## src/include/bsg_pkg.sv

```systemverilog
// constants and types for the bus-shared gpio ports h and j
// Summary of operation
// - Port h has eight two-way pins, and a direction bit of 1 turns that pin's driver off.
// - A port h direction bit of 0 drives the pin from the same bit of the output latch.
// - Read-modify-write on the port h latch register works on the stored latch, not on pins.
// - After reset the upper four port h pins are analog inputs.
// - After reset the lower four port h pins carry address bits 19 to 16.
// - The analog pin config register picks digital or analog for the upper port h pins.
// - The memory interface config picks gpio or address bus for the lower port h pins.
// - While the upper port h pins are analog, digital reads of them return 0.
// - Port j has eight two-way pins; direction 1 is high impedance, 0 drives the latch.
// - Read-modify-write on the port j latch register works on the stored latch.
// - In 8-bit external mode the port j pins carry data bus bits 7 to 0.
// - The memory interface config picks gpio or data bus for the port j pins.
// - After power-on reset every port j pin belongs to the system bus in 8-bit mode.
// - Shared pins become gpio only with external bus disable set and internal execution, except port j, which is also gpio in 16-bit mode.
package bsg_pkg;
  localparam int          DW              = 8;
  localparam int          AW              = 4;
  localparam logic [3:0]  ADDR_H_DIR      = 4'h0;
  localparam logic [3:0]  ADDR_H_PINS     = 4'h1;
  localparam logic [3:0]  ADDR_H_LAT      = 4'h2;
  localparam logic [3:0]  ADDR_J_DIR      = 4'h3;
  localparam logic [3:0]  ADDR_J_PINS     = 4'h4;
  localparam logic [3:0]  ADDR_J_LAT      = 4'h5;
  localparam logic [3:0]  ADDR_ANALOG     = 4'h6;
  localparam logic [3:0]  ADDR_MEMCFG     = 4'h7;
  localparam logic [7:0]  DIR_RST         = 8'hFF;
  localparam logic [7:0]  LAT_RST         = 8'h00;
  localparam logic [7:0]  ANALOG_RST      = 8'h00;
  localparam logic [7:0]  MEMCFG_RST      = 8'h00;
  localparam logic [7:0]  ANALOG_MASK     = 8'h3F;
  localparam logic [7:0]  MEMCFG_MASK     = 8'hF3;
  localparam int          XBUS_OFF        = 7;
  localparam logic [3:0]  ANALOG_DIGITAL  = 4'hF;
  localparam logic [7:0]  H_ADDR_PINS     = 8'h0F;
  localparam logic [7:0]  H_ANALOG_PINS   = 8'hF0;
  localparam logic [7:0]  ALL_PINS        = 8'hFF;
  localparam logic [7:0]  NO_PINS         = 8'h00;

  typedef struct packed {
    logic          rd;
    logic          wr;
    logic [AW-1:0] addr;
    logic [DW-1:0] wdata;
  } bsg_req_t;
endpackage

```

## src/rtl/bsg_pin_bank.sv

```systemverilog
// one 8-bit shared pin bank: input synchroniser and registered pin drive
`timescale 1ns/1ps
module bsg_pin_bank (
  input  wire logic        clk_in,
  input  wire logic        resetn_in,
  input  wire logic [7:0]  pins_in,
  input  wire logic [7:0]  dir_in,
  input  wire logic [7:0]  lat_in,
  input  wire logic [7:0]  bus_own_in,
  input  wire logic [7:0]  bus_val_in,
  input  wire logic [7:0]  bus_drive_n_in,
  input  wire logic [7:0]  analog_in,
  output logic      [7:0]  pins_out,
  output logic      [7:0]  drive_n_out,
  output logic      [7:0]  sync_out
);
  logic [7:0] meta_reg;

  always_ff @(posedge clk_in or negedge resetn_in) begin
    if (!resetn_in) begin
      meta_reg <= 8'h00;
      sync_out <= 8'h00;
    end else begin
      meta_reg <= pins_in;
      sync_out <= meta_reg;
    end
  end

  genvar i;
  generate
    for (i = 0; i < 8; i++) begin : g_pin
      wire drive_n_next;
      wire val_next;
      // bus owner wins; analog pins never drive, so the adc sees the raw level
      assign drive_n_next = bus_own_in[i] ? bus_drive_n_in[i] :
                            (analog_in[i] ? 1'b1 : dir_in[i]);
      assign val_next     = bus_own_in[i] ? bus_val_in[i] : lat_in[i];
      always_ff @(posedge clk_in or negedge resetn_in) begin
        if (!resetn_in) begin
          pins_out[i]    <= 1'b0;
          drive_n_out[i] <= 1'b1;
        end else begin
          pins_out[i]    <= val_next;
          drive_n_out[i] <= drive_n_next;
        end
      end
    end
  endgenerate
endmodule

```

## src/rtl/bsg_ports.sv

```systemverilog
// bus-shared gpio ports h and j with register slave and pin ownership
//
// Added by the designer: the placing of the registers and strobed register access.
`timescale 1ns/1ps
module bsg_ports (
  input  wire logic              clk_in,
  input  wire logic              resetn_in,
  input  wire bsg_pkg::bsg_req_t bus_req_in,
  output logic [bsg_pkg::DW-1:0] rd_data_out,
  input  wire logic              internal_exec_in,
  input  wire logic              eight_bit_mode_in,
  input  wire logic [3:0]        upper_address_bits_in,
  input  wire logic [7:0]        system_data_bits_in,
  input  wire logic              system_data_drive_n_in,
  input  wire logic [7:0]        port_h_pins_in,
  output logic      [7:0]        port_h_pins_out,
  output logic      [7:0]        port_h_drive_n_out,
  input  wire logic [7:0]        port_j_pins_in,
  output logic      [7:0]        port_j_pins_out,
  output logic      [7:0]        port_j_drive_n_out,
  output logic      [7:0]        system_data_bits_out,
  output logic                   gpio_mode_out,
  output logic      [3:0]        port_h_analog_out
);
  import bsg_pkg::*;

  logic [7:0] port_h_direction_reg;
  logic [7:0] port_h_output_latch_reg;
  logic [7:0] port_j_direction_reg;
  logic [7:0] port_j_output_latch_reg;
  logic [7:0] analog_pin_config_reg;
  logic [7:0] memory_interface_config_reg;
  logic [7:0] rd_data_next;

  // register decode
  wire        wr_h_dir  = bus_req_in.wr && (bus_req_in.addr == ADDR_H_DIR);
  wire        wr_h_lat  = bus_req_in.wr && ((bus_req_in.addr == ADDR_H_LAT) ||
                                            (bus_req_in.addr == ADDR_H_PINS));
  wire        wr_j_dir  = bus_req_in.wr && (bus_req_in.addr == ADDR_J_DIR);
  wire        wr_j_lat  = bus_req_in.wr && ((bus_req_in.addr == ADDR_J_LAT) ||
                                            (bus_req_in.addr == ADDR_J_PINS));
  wire        wr_analog = bus_req_in.wr && (bus_req_in.addr == ADDR_ANALOG);
  wire        wr_memcfg = bus_req_in.wr && (bus_req_in.addr == ADDR_MEMCFG);

  // pin ownership
  // gpio needs both the disable bit and internal fetches; either alone keeps the bus
  wire        gpio_en = memory_interface_config_reg[XBUS_OFF] && internal_exec_in;
  wire [7:0]  h_bus_own = gpio_en ? NO_PINS : H_ADDR_PINS;
  // in 16-bit mode the data bus lives elsewhere, so port j is left as gpio
  wire        j_bus     = !gpio_en && eight_bit_mode_in;
  wire [7:0]  j_bus_own = j_bus ? ALL_PINS : NO_PINS;
  wire        h_digital = (analog_pin_config_reg[3:0] == ANALOG_DIGITAL);
  wire [7:0]  h_analog  = h_digital ? NO_PINS : H_ANALOG_PINS;
  wire [7:0]  h_bus_val = {4'h0, upper_address_bits_in};
  wire [7:0]  j_drive_n = {8{system_data_drive_n_in}};

  wire [7:0]  h_sync;
  wire [7:0]  j_sync;

  // read mux
  wire [7:0]  h_pins_rd = h_sync & ~h_analog;
  wire [7:0]  rd_sel =
      (bus_req_in.addr == ADDR_H_DIR)  ? port_h_direction_reg :
      (bus_req_in.addr == ADDR_H_PINS) ? h_pins_rd :
      (bus_req_in.addr == ADDR_H_LAT)  ? port_h_output_latch_reg :
      (bus_req_in.addr == ADDR_J_DIR)  ? port_j_direction_reg :
      (bus_req_in.addr == ADDR_J_PINS) ? j_sync :
      (bus_req_in.addr == ADDR_J_LAT)  ? port_j_output_latch_reg :
      (bus_req_in.addr == ADDR_ANALOG) ? analog_pin_config_reg :
      (bus_req_in.addr == ADDR_MEMCFG) ? memory_interface_config_reg :
      8'h00;

  // read data stand for the one cycle after the strobe, zero otherwise
  assign rd_data_next = bus_req_in.rd ? rd_sel : 8'h00;

  // registers
  // direction and latch keep their values while the bus owns the pins
  always_ff @(posedge clk_in or negedge resetn_in) begin
    if (!resetn_in) begin
      port_h_direction_reg <= DIR_RST;
      port_j_direction_reg <= DIR_RST;
    end else begin
      if (wr_h_dir) begin
        port_h_direction_reg <= bus_req_in.wdata;
      end
      if (wr_j_dir) begin
        port_j_direction_reg <= bus_req_in.wdata;
      end
    end
  end

  // pins-register writes land in the latch, so no pin level is copied back
  always_ff @(posedge clk_in or negedge resetn_in) begin
    if (!resetn_in) begin
      port_h_output_latch_reg <= LAT_RST;
      port_j_output_latch_reg <= LAT_RST;
    end else begin
      if (wr_h_lat) begin
        port_h_output_latch_reg <= bus_req_in.wdata;
      end
      if (wr_j_lat) begin
        port_j_output_latch_reg <= bus_req_in.wdata;
      end
    end
  end

  always_ff @(posedge clk_in or negedge resetn_in) begin
    if (!resetn_in) begin
      analog_pin_config_reg       <= ANALOG_RST;
      memory_interface_config_reg <= MEMCFG_RST;
    end else begin
      if (wr_analog) begin
        analog_pin_config_reg <= bus_req_in.wdata & ANALOG_MASK;
      end
      if (wr_memcfg) begin
        memory_interface_config_reg <= bus_req_in.wdata & MEMCFG_MASK;
      end
    end
  end

  always_ff @(posedge clk_in or negedge resetn_in) begin
    if (!resetn_in) begin
      rd_data_out       <= 8'h00;
      gpio_mode_out     <= 1'b0;
      port_h_analog_out <= 4'hF;
    end else begin
      rd_data_out       <= rd_data_next;
      gpio_mode_out     <= gpio_en;
      port_h_analog_out <= h_analog[7:4];
    end
  end

  // pin banks
  bsg_pin_bank u_bank_h (
    .clk_in         (clk_in),
    .resetn_in      (resetn_in),
    .pins_in        (port_h_pins_in),
    .dir_in         (port_h_direction_reg),
    .lat_in         (port_h_output_latch_reg),
    .bus_own_in     (h_bus_own),
    .bus_val_in     (h_bus_val),
    .bus_drive_n_in (NO_PINS),
    .analog_in      (h_analog),
    .pins_out       (port_h_pins_out),
    .drive_n_out    (port_h_drive_n_out),
    .sync_out       (h_sync)
  );

  bsg_pin_bank u_bank_j (
    .clk_in         (clk_in),
    .resetn_in      (resetn_in),
    .pins_in        (port_j_pins_in),
    .dir_in         (port_j_direction_reg),
    .lat_in         (port_j_output_latch_reg),
    .bus_own_in     (j_bus_own),
    .bus_val_in     (system_data_bits_in),
    .bus_drive_n_in (j_drive_n),
    .analog_in      (NO_PINS),
    .pins_out       (port_j_pins_out),
    .drive_n_out    (port_j_drive_n_out),
    .sync_out       (j_sync)
  );

  // the bus logic samples data through the same two-stage synchroniser
  assign system_data_bits_out = j_sync;

  // checks
  property p_h_dir_drive;
    @(posedge clk_in) disable iff (!resetn_in)
      (gpio_en && h_digital) |=> (port_h_drive_n_out == $past(port_h_direction_reg));
  endproperty
  a_h_dir_drive: assert property (p_h_dir_drive)
    else $error("port h driver does not follow direction");

  property p_h_latch_drive;
    @(posedge clk_in) disable iff (!resetn_in)
      gpio_en |=> (port_h_pins_out == $past(port_h_output_latch_reg));
  endproperty
  a_h_latch_drive: assert property (p_h_latch_drive)
    else $error("port h pins do not carry the latch");

  property p_h_rmw;
    @(posedge clk_in) disable iff (!resetn_in)
      (bus_req_in.wr && bus_req_in.addr == ADDR_H_PINS) ##1
      (bus_req_in.rd && bus_req_in.addr == ADDR_H_LAT)
      |=> (rd_data_out == $past(bus_req_in.wdata, 2));
  endproperty
  a_h_rmw: assert property (p_h_rmw)
    else $error("port h latch read does not return the written value");

  property p_h_analog_off;
    @(posedge clk_in) disable iff (!resetn_in)
      (!h_digital) |=> (port_h_drive_n_out[7:4] == 4'hF && port_h_analog_out == 4'hF);
  endproperty
  a_h_analog_off: assert property (p_h_analog_off)
    else $error("analog port h pin is driven");

  property p_h_addr_bus;
    @(posedge clk_in) disable iff (!resetn_in)
      (!gpio_en) |=> (port_h_pins_out[3:0] == $past(upper_address_bits_in) &&
                      port_h_drive_n_out[3:0] == 4'h0);
  endproperty
  a_h_addr_bus: assert property (p_h_addr_bus)
    else $error("port h lower pins do not carry the address");

  property p_h_digital_sel;
    @(posedge clk_in) disable iff (!resetn_in)
      (wr_analog && bus_req_in.wdata[3:0] == ANALOG_DIGITAL) |=> ##1
      (port_h_analog_out == 4'h0);
  endproperty
  a_h_digital_sel: assert property (p_h_digital_sel)
    else $error("analog config did not select digital pins");

  property p_h_gpio_sel;
    @(posedge clk_in) disable iff (!resetn_in)
      (wr_memcfg && bus_req_in.wdata[XBUS_OFF] && internal_exec_in) ##1 internal_exec_in
      |=> gpio_mode_out;
  endproperty
  a_h_gpio_sel: assert property (p_h_gpio_sel)
    else $error("memory config did not release the shared pins");

  property p_h_analog_read;
    @(posedge clk_in) disable iff (!resetn_in)
      (bus_req_in.rd && bus_req_in.addr == ADDR_H_PINS && !h_digital)
      |=> (rd_data_out[7:4] == 4'h0);
  endproperty
  a_h_analog_read: assert property (p_h_analog_read)
    else $error("analog port h bits read as nonzero");

  property p_j_dir_drive;
    @(posedge clk_in) disable iff (!resetn_in)
      (!j_bus) |=> (port_j_drive_n_out == $past(port_j_direction_reg) &&
                    port_j_pins_out == $past(port_j_output_latch_reg));
  endproperty
  a_j_dir_drive: assert property (p_j_dir_drive)
    else $error("port j gpio drive is wrong");

  property p_j_rmw;
    @(posedge clk_in) disable iff (!resetn_in)
      (bus_req_in.rd && bus_req_in.addr == ADDR_J_LAT)
      |=> (rd_data_out == $past(port_j_output_latch_reg));
  endproperty
  a_j_rmw: assert property (p_j_rmw)
    else $error("port j latch read is not the stored latch");

  property p_j_data_bus;
    @(posedge clk_in) disable iff (!resetn_in)
      j_bus |=> (port_j_pins_out == $past(system_data_bits_in) &&
                 port_j_drive_n_out == {8{$past(system_data_drive_n_in)}});
  endproperty
  a_j_data_bus: assert property (p_j_data_bus)
    else $error("port j does not carry the data bus");

  property p_j_por_bus;
    @(posedge clk_in) disable iff (!resetn_in)
      (!memory_interface_config_reg[XBUS_OFF] && eight_bit_mode_in) |-> j_bus;
  endproperty
  a_j_por_bus: assert property (p_j_por_bus)
    else $error("port j left the bus without the disable bit");

  property p_gpio_needs_internal;
    @(posedge clk_in) disable iff (!resetn_in)
      (!internal_exec_in) |=> !gpio_mode_out;
  endproperty
  a_gpio_needs_internal: assert property (p_gpio_needs_internal)
    else $error("gpio mode while executing externally");

  property p_bus_keeps_regs;
    @(posedge clk_in) disable iff (!resetn_in)
      (j_bus && wr_j_dir) |=> (port_j_direction_reg == $past(bus_req_in.wdata));
  endproperty
  a_bus_keeps_regs: assert property (p_bus_keeps_regs)
    else $error("port j direction lost while bus owns the pins");

  property p_bus_dir_stable;
    @(posedge clk_in) disable iff (!resetn_in)
      (j_bus && !wr_j_dir) |=> $stable(port_j_direction_reg);
  endproperty
  a_bus_dir_stable: assert property (p_bus_dir_stable)
    else $error("port j direction changed without a write");

  property p_h_lat_keep;
    @(posedge clk_in) disable iff (!resetn_in)
      (!gpio_en && !wr_h_lat) |=> $stable(port_h_output_latch_reg);
  endproperty
  a_h_lat_keep: assert property (p_h_lat_keep)
    else $error("port h latch changed while the bus owns the pins");

  property p_j_lat_keep;
    @(posedge clk_in) disable iff (!resetn_in)
      (j_bus && !wr_j_lat) |=> $stable(port_j_output_latch_reg);
  endproperty
  a_j_lat_keep: assert property (p_j_lat_keep)
    else $error("port j latch changed while the bus owns the pins");

  property p_h_dir_write;
    @(posedge clk_in) disable iff (!resetn_in)
      wr_h_dir |=> (port_h_direction_reg == $past(bus_req_in.wdata));
  endproperty
  a_h_dir_write: assert property (p_h_dir_write)
    else $error("port h direction write lost");

  property p_h_lat_write;
    @(posedge clk_in) disable iff (!resetn_in)
      wr_h_lat |=> (port_h_output_latch_reg == $past(bus_req_in.wdata));
  endproperty
  a_h_lat_write: assert property (p_h_lat_write)
    else $error("port h latch write lost");

  property p_j_lat_write;
    @(posedge clk_in) disable iff (!resetn_in)
      wr_j_lat |=> (port_j_output_latch_reg == $past(bus_req_in.wdata));
  endproperty
  a_j_lat_write: assert property (p_j_lat_write)
    else $error("port j latch write lost");

  property p_h_upper_dir;
    @(posedge clk_in) disable iff (!resetn_in)
      h_digital |=> (port_h_drive_n_out[7:4] == $past(port_h_direction_reg[7:4]));
  endproperty
  a_h_upper_dir: assert property (p_h_upper_dir)
    else $error("digital upper port h pins ignore direction");

  property p_j_gpio_wide;
    @(posedge clk_in) disable iff (!resetn_in)
      (!eight_bit_mode_in) |=> (port_j_drive_n_out == $past(port_j_direction_reg));
  endproperty
  a_j_gpio_wide: assert property (p_j_gpio_wide)
    else $error("port j taken by the bus outside 8-bit mode");

  property p_gpio_on;
    @(posedge clk_in) disable iff (!resetn_in)
      (memory_interface_config_reg[XBUS_OFF] && internal_exec_in) |=> gpio_mode_out;
  endproperty
  a_gpio_on: assert property (p_gpio_on)
    else $error("gpio mode missing with bus disabled and internal execution");

  property p_rd_idle;
    @(posedge clk_in) disable iff (!resetn_in)
      (!bus_req_in.rd) |=> (rd_data_out == 8'h00);
  endproperty
  a_rd_idle: assert property (p_rd_idle)
    else $error("read data not zero outside a read");

  property p_cfg_reserved;
    @(posedge clk_in) disable iff (!resetn_in)
      (wr_analog || wr_memcfg) |=> (analog_pin_config_reg[7:6] == 2'h0 &&
                                    memory_interface_config_reg[3:2] == 2'h0);
  endproperty
  a_cfg_reserved: assert property (p_cfg_reserved)
    else $error("reserved config bits stored");

endmodule

```

## config.mk

```make
export PLATFORM = sky130hd
export DESIGN_NAME = bsg_ports
export DESIGN_NICKNAME = d
export VERILOG_FILES = /design/src/include/bsg_pkg.sv /design/src/rtl/bsg_pin_bank.sv /design/src/rtl/bsg_ports.sv
export SDC_FILE = /design/constraint.sdc
export NUM_CORES = 1
export LEC_CHECK = 0
export BUFFER_PORTS_ARGS = -buffer_cell sky130_fd_sc_hd__buf_4
export CORE_ASPECT_RATIO = 0.5
export CORE_MARGIN = 3
export CORE_UTILIZATION = 53
export CTS_BUF_LIST = sky130_fd_sc_hd__clkbuf_4 sky130_fd_sc_hd__clkbuf_8 sky130_fd_sc_hd__clkbuf_16
export CTS_CLUSTER_DIAMETER = 40
export DETAILED_ROUTE_END_ITERATION = 6
export PLACE_DENSITY = 0.78
export SLEW_MARGIN = 20
export SYNTH_ARGS = -nofsm -noshare
export SYNTH_HDL_FRONTEND = slang
export SYNTH_SLANG_ARGS = --single-unit
```

## constraint.sdc

```tcl
create_clock -name clk_in -period 2.53 [get_ports clk_in]
set_input_delay 0.3795 -clock clk_in [delete_from_list [all_inputs] [get_ports clk_in]]
set_output_delay 0.3795 -clock clk_in [all_outputs]
set_load 0.01 [all_outputs]
```

Word-level counts from Yosys, hierarchy flattened
Index checks and enable logic that the tools add are counted.

cells by class
  $add $sub $neg = 0
  $mul = 0
  divide/modulo/power cells = 0
  $lt $le $gt $ge = 0
  equal/unequal tests = 8
  shift operators = 0
  mux-type cells = 52
  bitwise operators = 2
  reduce and logical (&&, ||, !) cells = 12

operator list
  kind                count
  $mux 8              11
  $mux 1              40
  $eq 4x3->1 const B  4
  $and 8x8->8         1
  $eq 4x2->1 const B  2
  $logic_and 1x1->1   8
  $not 8->8           1
  $eq 4x1->1 const B  1
  $eq 4x4->1 const B  1
  $logic_not 4->1     1
  $mux 4              1
  $logic_or 1x1->1    2
  $logic_not 1->1     1

word-level totals
  flip-flop bits (word level) = 121
  bits in latches = 0
  bits in writable memories = 0
  ROM bits = 0
  output and inout bits = 53
  word-level logic and storage cells = 119
  memories = 0

Logic depth before layout (Yosys ltp)
  depth in word-level cells = 10
  gate-level depth with buffers = 7
  mapped depth without buffers = 4

By module
Synthesis repeated with hierarchy kept, for this count alone.

second synthesis, totals
  cell total of the unflattened synthesis = 330
  area, all modules = 4,733.3 sq um

modules (own cells, without submodules)
  module        times used  cells each  area each (sq um)
  bsg_ports     1           202         2,671.3
  bsg_pin_bank  2           64          1,031.0

Least setup slack after synthesis
Ideal clock, no wire load.

  path kind = input -> register
  start point = input port bus_req_in[9] (netlist name)
  end point = register analog_pin_config_reg[0]
  data arrival time = 1.365 ns
  data required time = 2.405 ns
  setup slack = 1.040 ns
  stages = 4
  cell sequence = buf_2 > nand2_1 > nor2_1 > mux2_2

on the way
  longest elaborated chain between the ends = 2

ends and longest elaborated chain
  what                  line              text
  start, declared       bsg_ports.sv:8    input wire bsg_pkg::bsg_req_t bus_req_in,
  $eq 4x3->1            bsg_ports.sv:42   wire wr_analog = bus_req_in.wr && (bus_req_in.addr == ADDR_ANALOG);
  $logic_and 1x1->1     bsg_ports.sv:42
  end signal, assigned  bsg_ports.sv:113  analog_pin_config_reg <= bus_req_in.wdata & ANALOG_MASK;
  end, declared         bsg_ports.sv:31   logic [7:0] analog_pin_config_reg;

No other way between the ends.
A chain may end at the register's enable or synchronous reset.

Worst setup path in the final report
  start point = input port bus_req_in[8] (netlist name)
  end point = register analog_pin_config_reg[5]

The elaborated chain is that of the path after synthesis.

==> flow_summary.ini <==
[power]
power_switching_share = 0.2317
combinationalPowerShare = 0.139
power.sequential.fraction = 0.439
total_switching_power_mw = 1.279
p_per_area_nw_per_um2 = 931.3
internal_power_summed_over_all_cells_mw = 4.241
power_leakage_nw = 2.776
max-vdd-ir-drop_mv = 0.5481
clock_power_share = 0.422

[synth]
synthDominantCellAreaShare = 0.4743
synth_sequential_area_ratio = 0.6677
synth_fa_ha_area_frac = 0
yosys.area_share.xor_xnor = 0.001953
synthesized_instance_count = 306
synth_largest_area_cell = sky130_fd_sc_hd__dfrtp_1
synthesis.yosys.warnings = 0
mappedNetlistNets = 353
syn_area_cell_um2 = 14.65
post_synth_instance_area_um2 = 4484
synth.top_cells.by_area = sky130_fd_sc_hd__dfrtp_1, sky130_fd_sc_hd__dfstp_2, sky130_fd_sc_hd__mux2_2
yosysUniqueCellTypes = 37
synth_top_family_by_area = multiplexers
synth.mux.area_fraction = 0.1897
synth_compound_area_frac = 0.04353
synth_simple_gate_area_frac = 0.06948
synth-seq-cells = 118

[flow_run]
max-cap-violations = 0

[setup_path]
worstSetupPathType = in -> reg
cp_data_arrival_time_ns = 1.92
worstPathMaxFanout = 30
cp_data_required_time_ns = 2.82
worst_setup_path_start_kind = input port
worst_setup_path_startpoint = bus_req_in[8]
critical_path.reg2reg.startpoint = memory_interface_config_reg[7]$_DFFE_PN0P_
end_kind = flop

[timing]
transition_time_at_the_pin_with_the_least_slew_margin_ns = 0.5813
maxSlewViolCount = 0
skew_ns = 0.006938
final_period_util = 0.6467
maxSlewHeadroom = 0.6111
grt_setup_unrepaired = no
fmax_mhz = 611.2
final.min_clock_period_ns = 1.636
setup_tns_ns = 0
timing.final.setup_violations = 0
report.final.hold_viol_count = 0

[route]
drc = 0
postRouteAntennaNets = 0
drt-pass1-iter-count = 5
vias_per_cell = 5.468
detail_route.iter0.violations = 298
routedWlPerCell_um = 18.83
totalWireLength_um = 10190
routed-via-count = 2958

[clock_tree]
tritoncts = yes
clk_pin_slew_worst_paths_ns = 0.05
numClockSinks = 118
clock_path_buffers = 2
cts-resized-gates = 0
numCtsBuffers = 17
clk-insertion-delay-late_ns = 0.41
cts.htree.levels = 4
cts.root.buffer_cell = sky130_fd_sc_hd__clkbuf_16

[hold_path]
min_path_type = in -> reg
worst_hold_start = port_j_pins_in[5]

[cells_and_area]
post-route-util = 0.7303
final_cell_count_no_fill = 541
layout-area-overhead-vs-synth_pct = 32.17
post_layout_nets = 463
n_antenna_cell = 0
drive_gt1_frac = 0.5571

[grt]
grt_antenna_before_repair = 0
grt_max_degree = 42
grt_first_pass_wirelength_um = 16690
globalRoute.totalOverflow = 0
grt_pass1_vias = 3116
groute.usage.overall = 0.2343

[placement]
gp_routability_congestion = 0.8788
port_buffers = 99
dp.final_hpwl_um = 7222
numPlacedInstances = 508

[floorplan]
row_count = 23
design.die.area_um2 = 9667
boundaryPins = 100
die_height_um = 71.04
floorplan.initialDensity = 0.5526
floorplan.die.width_um = 136.1
coreArea_um2 = 8115

[status]
outcome = complete, no violations
logic make-up (layout without fill, tap and decap cells):
family,count (synthesis),count (layout)
AO/OA/AOI/OAI,31,31
XOR/XNOR,1,1
buffers and inverters,22,145
flip-flops,118,118
multiplexers,71,71
AND/OR/NAND/NOR,63,63
metal layers:
layer / vias to the layer above / wire [um] / GRT usage
li1: 1300 / - / -
met1: 1508 / 4249 / 0.3069
met2: 126 / 4985 / 0.3589
met3: 24 / 702 / 0.07528
met4: 0 / 251 / 0.1140
met5: - / 0 / 0
final timing paths:
path	end	slack [ns]	cells after the start
max in group asynchronous	u_bank_h.drive_n_out[4]$_DFF_PN1_	1.42	3
worst min register to register	u_bank_h.sync_out[4]$_DFF_PN0_	0.34	0
worst max-delay path	analog_pin_config_reg[5]$_DFFE_PN0P_	0.89	5
worst min-delay path	u_bank_j.meta_reg[5]$_DFF_PN0_	0.07	1
min in group asynchronous	u_bank_j.meta_reg[1]$_DFF_PN0_	0.42	2
worst max register to register	u_bank_j.pins_out[7]$_DFF_PN0_	0.92	4
through the flow:
stage               hold slack [ns]  total power, mW  instance area [um2]  setup WS (ns)
global placement             0.2971            3.170                 5324         0.6199
CTS                         0.06325            5.560                 5927         0.9166
floorplan                   0.08391            2.809                 4484          1.040
detailed placement           0.3027            3.218                 5324         0.5219
finish                      0.07259            5.520                 5927         0.8938
global route                0.06126            5.753                 5927         0.8222
timing repair:
item | 4_1_cts | 5_1_grt
setup endpoints to repair | 0 | 0
setup buffers | 0 | 0
endpoints found under the hold margin | 15 | 0
hold buffers | 1 | 0
cells in the final DEF (no fill, tap or decap), drive strengths merged, types with 4 or more instances in the layout:
| cell type | Yosys | routed |
|---|---|---|
| a21oi | 10 | 10 |
| and3 | 4 | 4 |
| buf | 13 | 104 |
| clkbuf | 1 | 29 |
| dfrtp | 85 | 85 |
| dfstp | 33 | 33 |
| inv | 8 | 8 |
| mux2 | 58 | 58 |
| mux2i | 10 | 10 |
| nand2 | 26 | 26 |
| nand3 | 7 | 7 |
| nor2 | 10 | 10 |
| nor3 | 4 | 4 |
| o21ai | 8 | 8 |
| o22ai | 4 | 4 |
power groups by stage:
| stage | clock [mW] | combinational [mW] | sequential, mW |
|---|---|---|---|
| final | 2.33 | 0.770 | 2.42 |
| after detailed placement | 0 | 0.772 | 2.45 |
| after CTS | 2.36 | 0.778 | 2.42 |
| after global placement | 0 | 0.740 | 2.43 |
| after global routing | 2.45 | 0.839 | 2.46 |
| after floorplan | 0 | 0.377 | 2.43 |
layout make-up:
cell class | instances | area (um2)
flip-flops and latches | 118 | 2994
fillers | 514 | 2188
multi-input cells | 166 | 1366
repair buffers | 105 | 803.3
clock buffers | 29 | 553.0
well taps | 112 | 140.1
clock inverters | 3 | 40.04
inverters | 8 | 30.03
synth_stat cells:
cell and count:
sky130_fd_sc_hd__nand2b_1 3, sky130_fd_sc_hd__a21oi_1 10, sky130_fd_sc_hd__mux2_4 8, sky130_fd_sc_hd__nor3_1 4, sky130_fd_sc_hd__nand3b_1 2, sky130_fd_sc_hd__nor4b_1 1, sky130_fd_sc_hd__nor3b_1 1, sky130_fd_sc_hd__a21o_1 1
sky130_fd_sc_hd__buf_2 6, sky130_fd_sc_hd__nand2_2 1, sky130_fd_sc_hd__clkbuf_1 1, sky130_fd_sc_hd__nand2_1 25, sky130_fd_sc_hd__o22ai_1 4, sky130_fd_sc_hd__dfstp_2 33, sky130_fd_sc_hd__a211oi_1 1, sky130_fd_sc_hd__nor2_1 7
sky130_fd_sc_hd__dfrtp_1 85, sky130_fd_sc_hd__xor2_1 1, sky130_fd_sc_hd__o21bai_1 1, sky130_fd_sc_hd__mux2i_1 10, sky130_fd_sc_hd__or2_2 3, sky130_fd_sc_hd__a2111oi_0 2, sky130_fd_sc_hd__inv_1 8, sky130_fd_sc_hd__nor2_2 2
sky130_fd_sc_hd__o21ai_0 8, sky130_fd_sc_hd__a221oi_1 1, sky130_fd_sc_hd__nor2_4 1, sky130_fd_sc_hd__a311oi_1 1, sky130_fd_sc_hd__o221a_2 2, sky130_fd_sc_hd__nand4_1 1, sky130_fd_sc_hd__and3_1 4, sky130_fd_sc_hd__or3_1 1
sky130_fd_sc_hd__mux4_2 3, sky130_fd_sc_hd__buf_6 2, sky130_fd_sc_hd__nand3_1 7, sky130_fd_sc_hd__buf_4 5, sky130_fd_sc_hd__mux2_2 50
worst max-delay path: stages:
cell                      delay (ns)
sky130_fd_sc_hd__buf_4          0.24
sky130_fd_sc_hd__inv_1          0.19
sky130_fd_sc_hd__nand2_1        0.19
sky130_fd_sc_hd__nor2_1         0.50
sky130_fd_sc_hd__mux2_2         0.41
No activity file was read; power rests on OpenSTA's default activity.
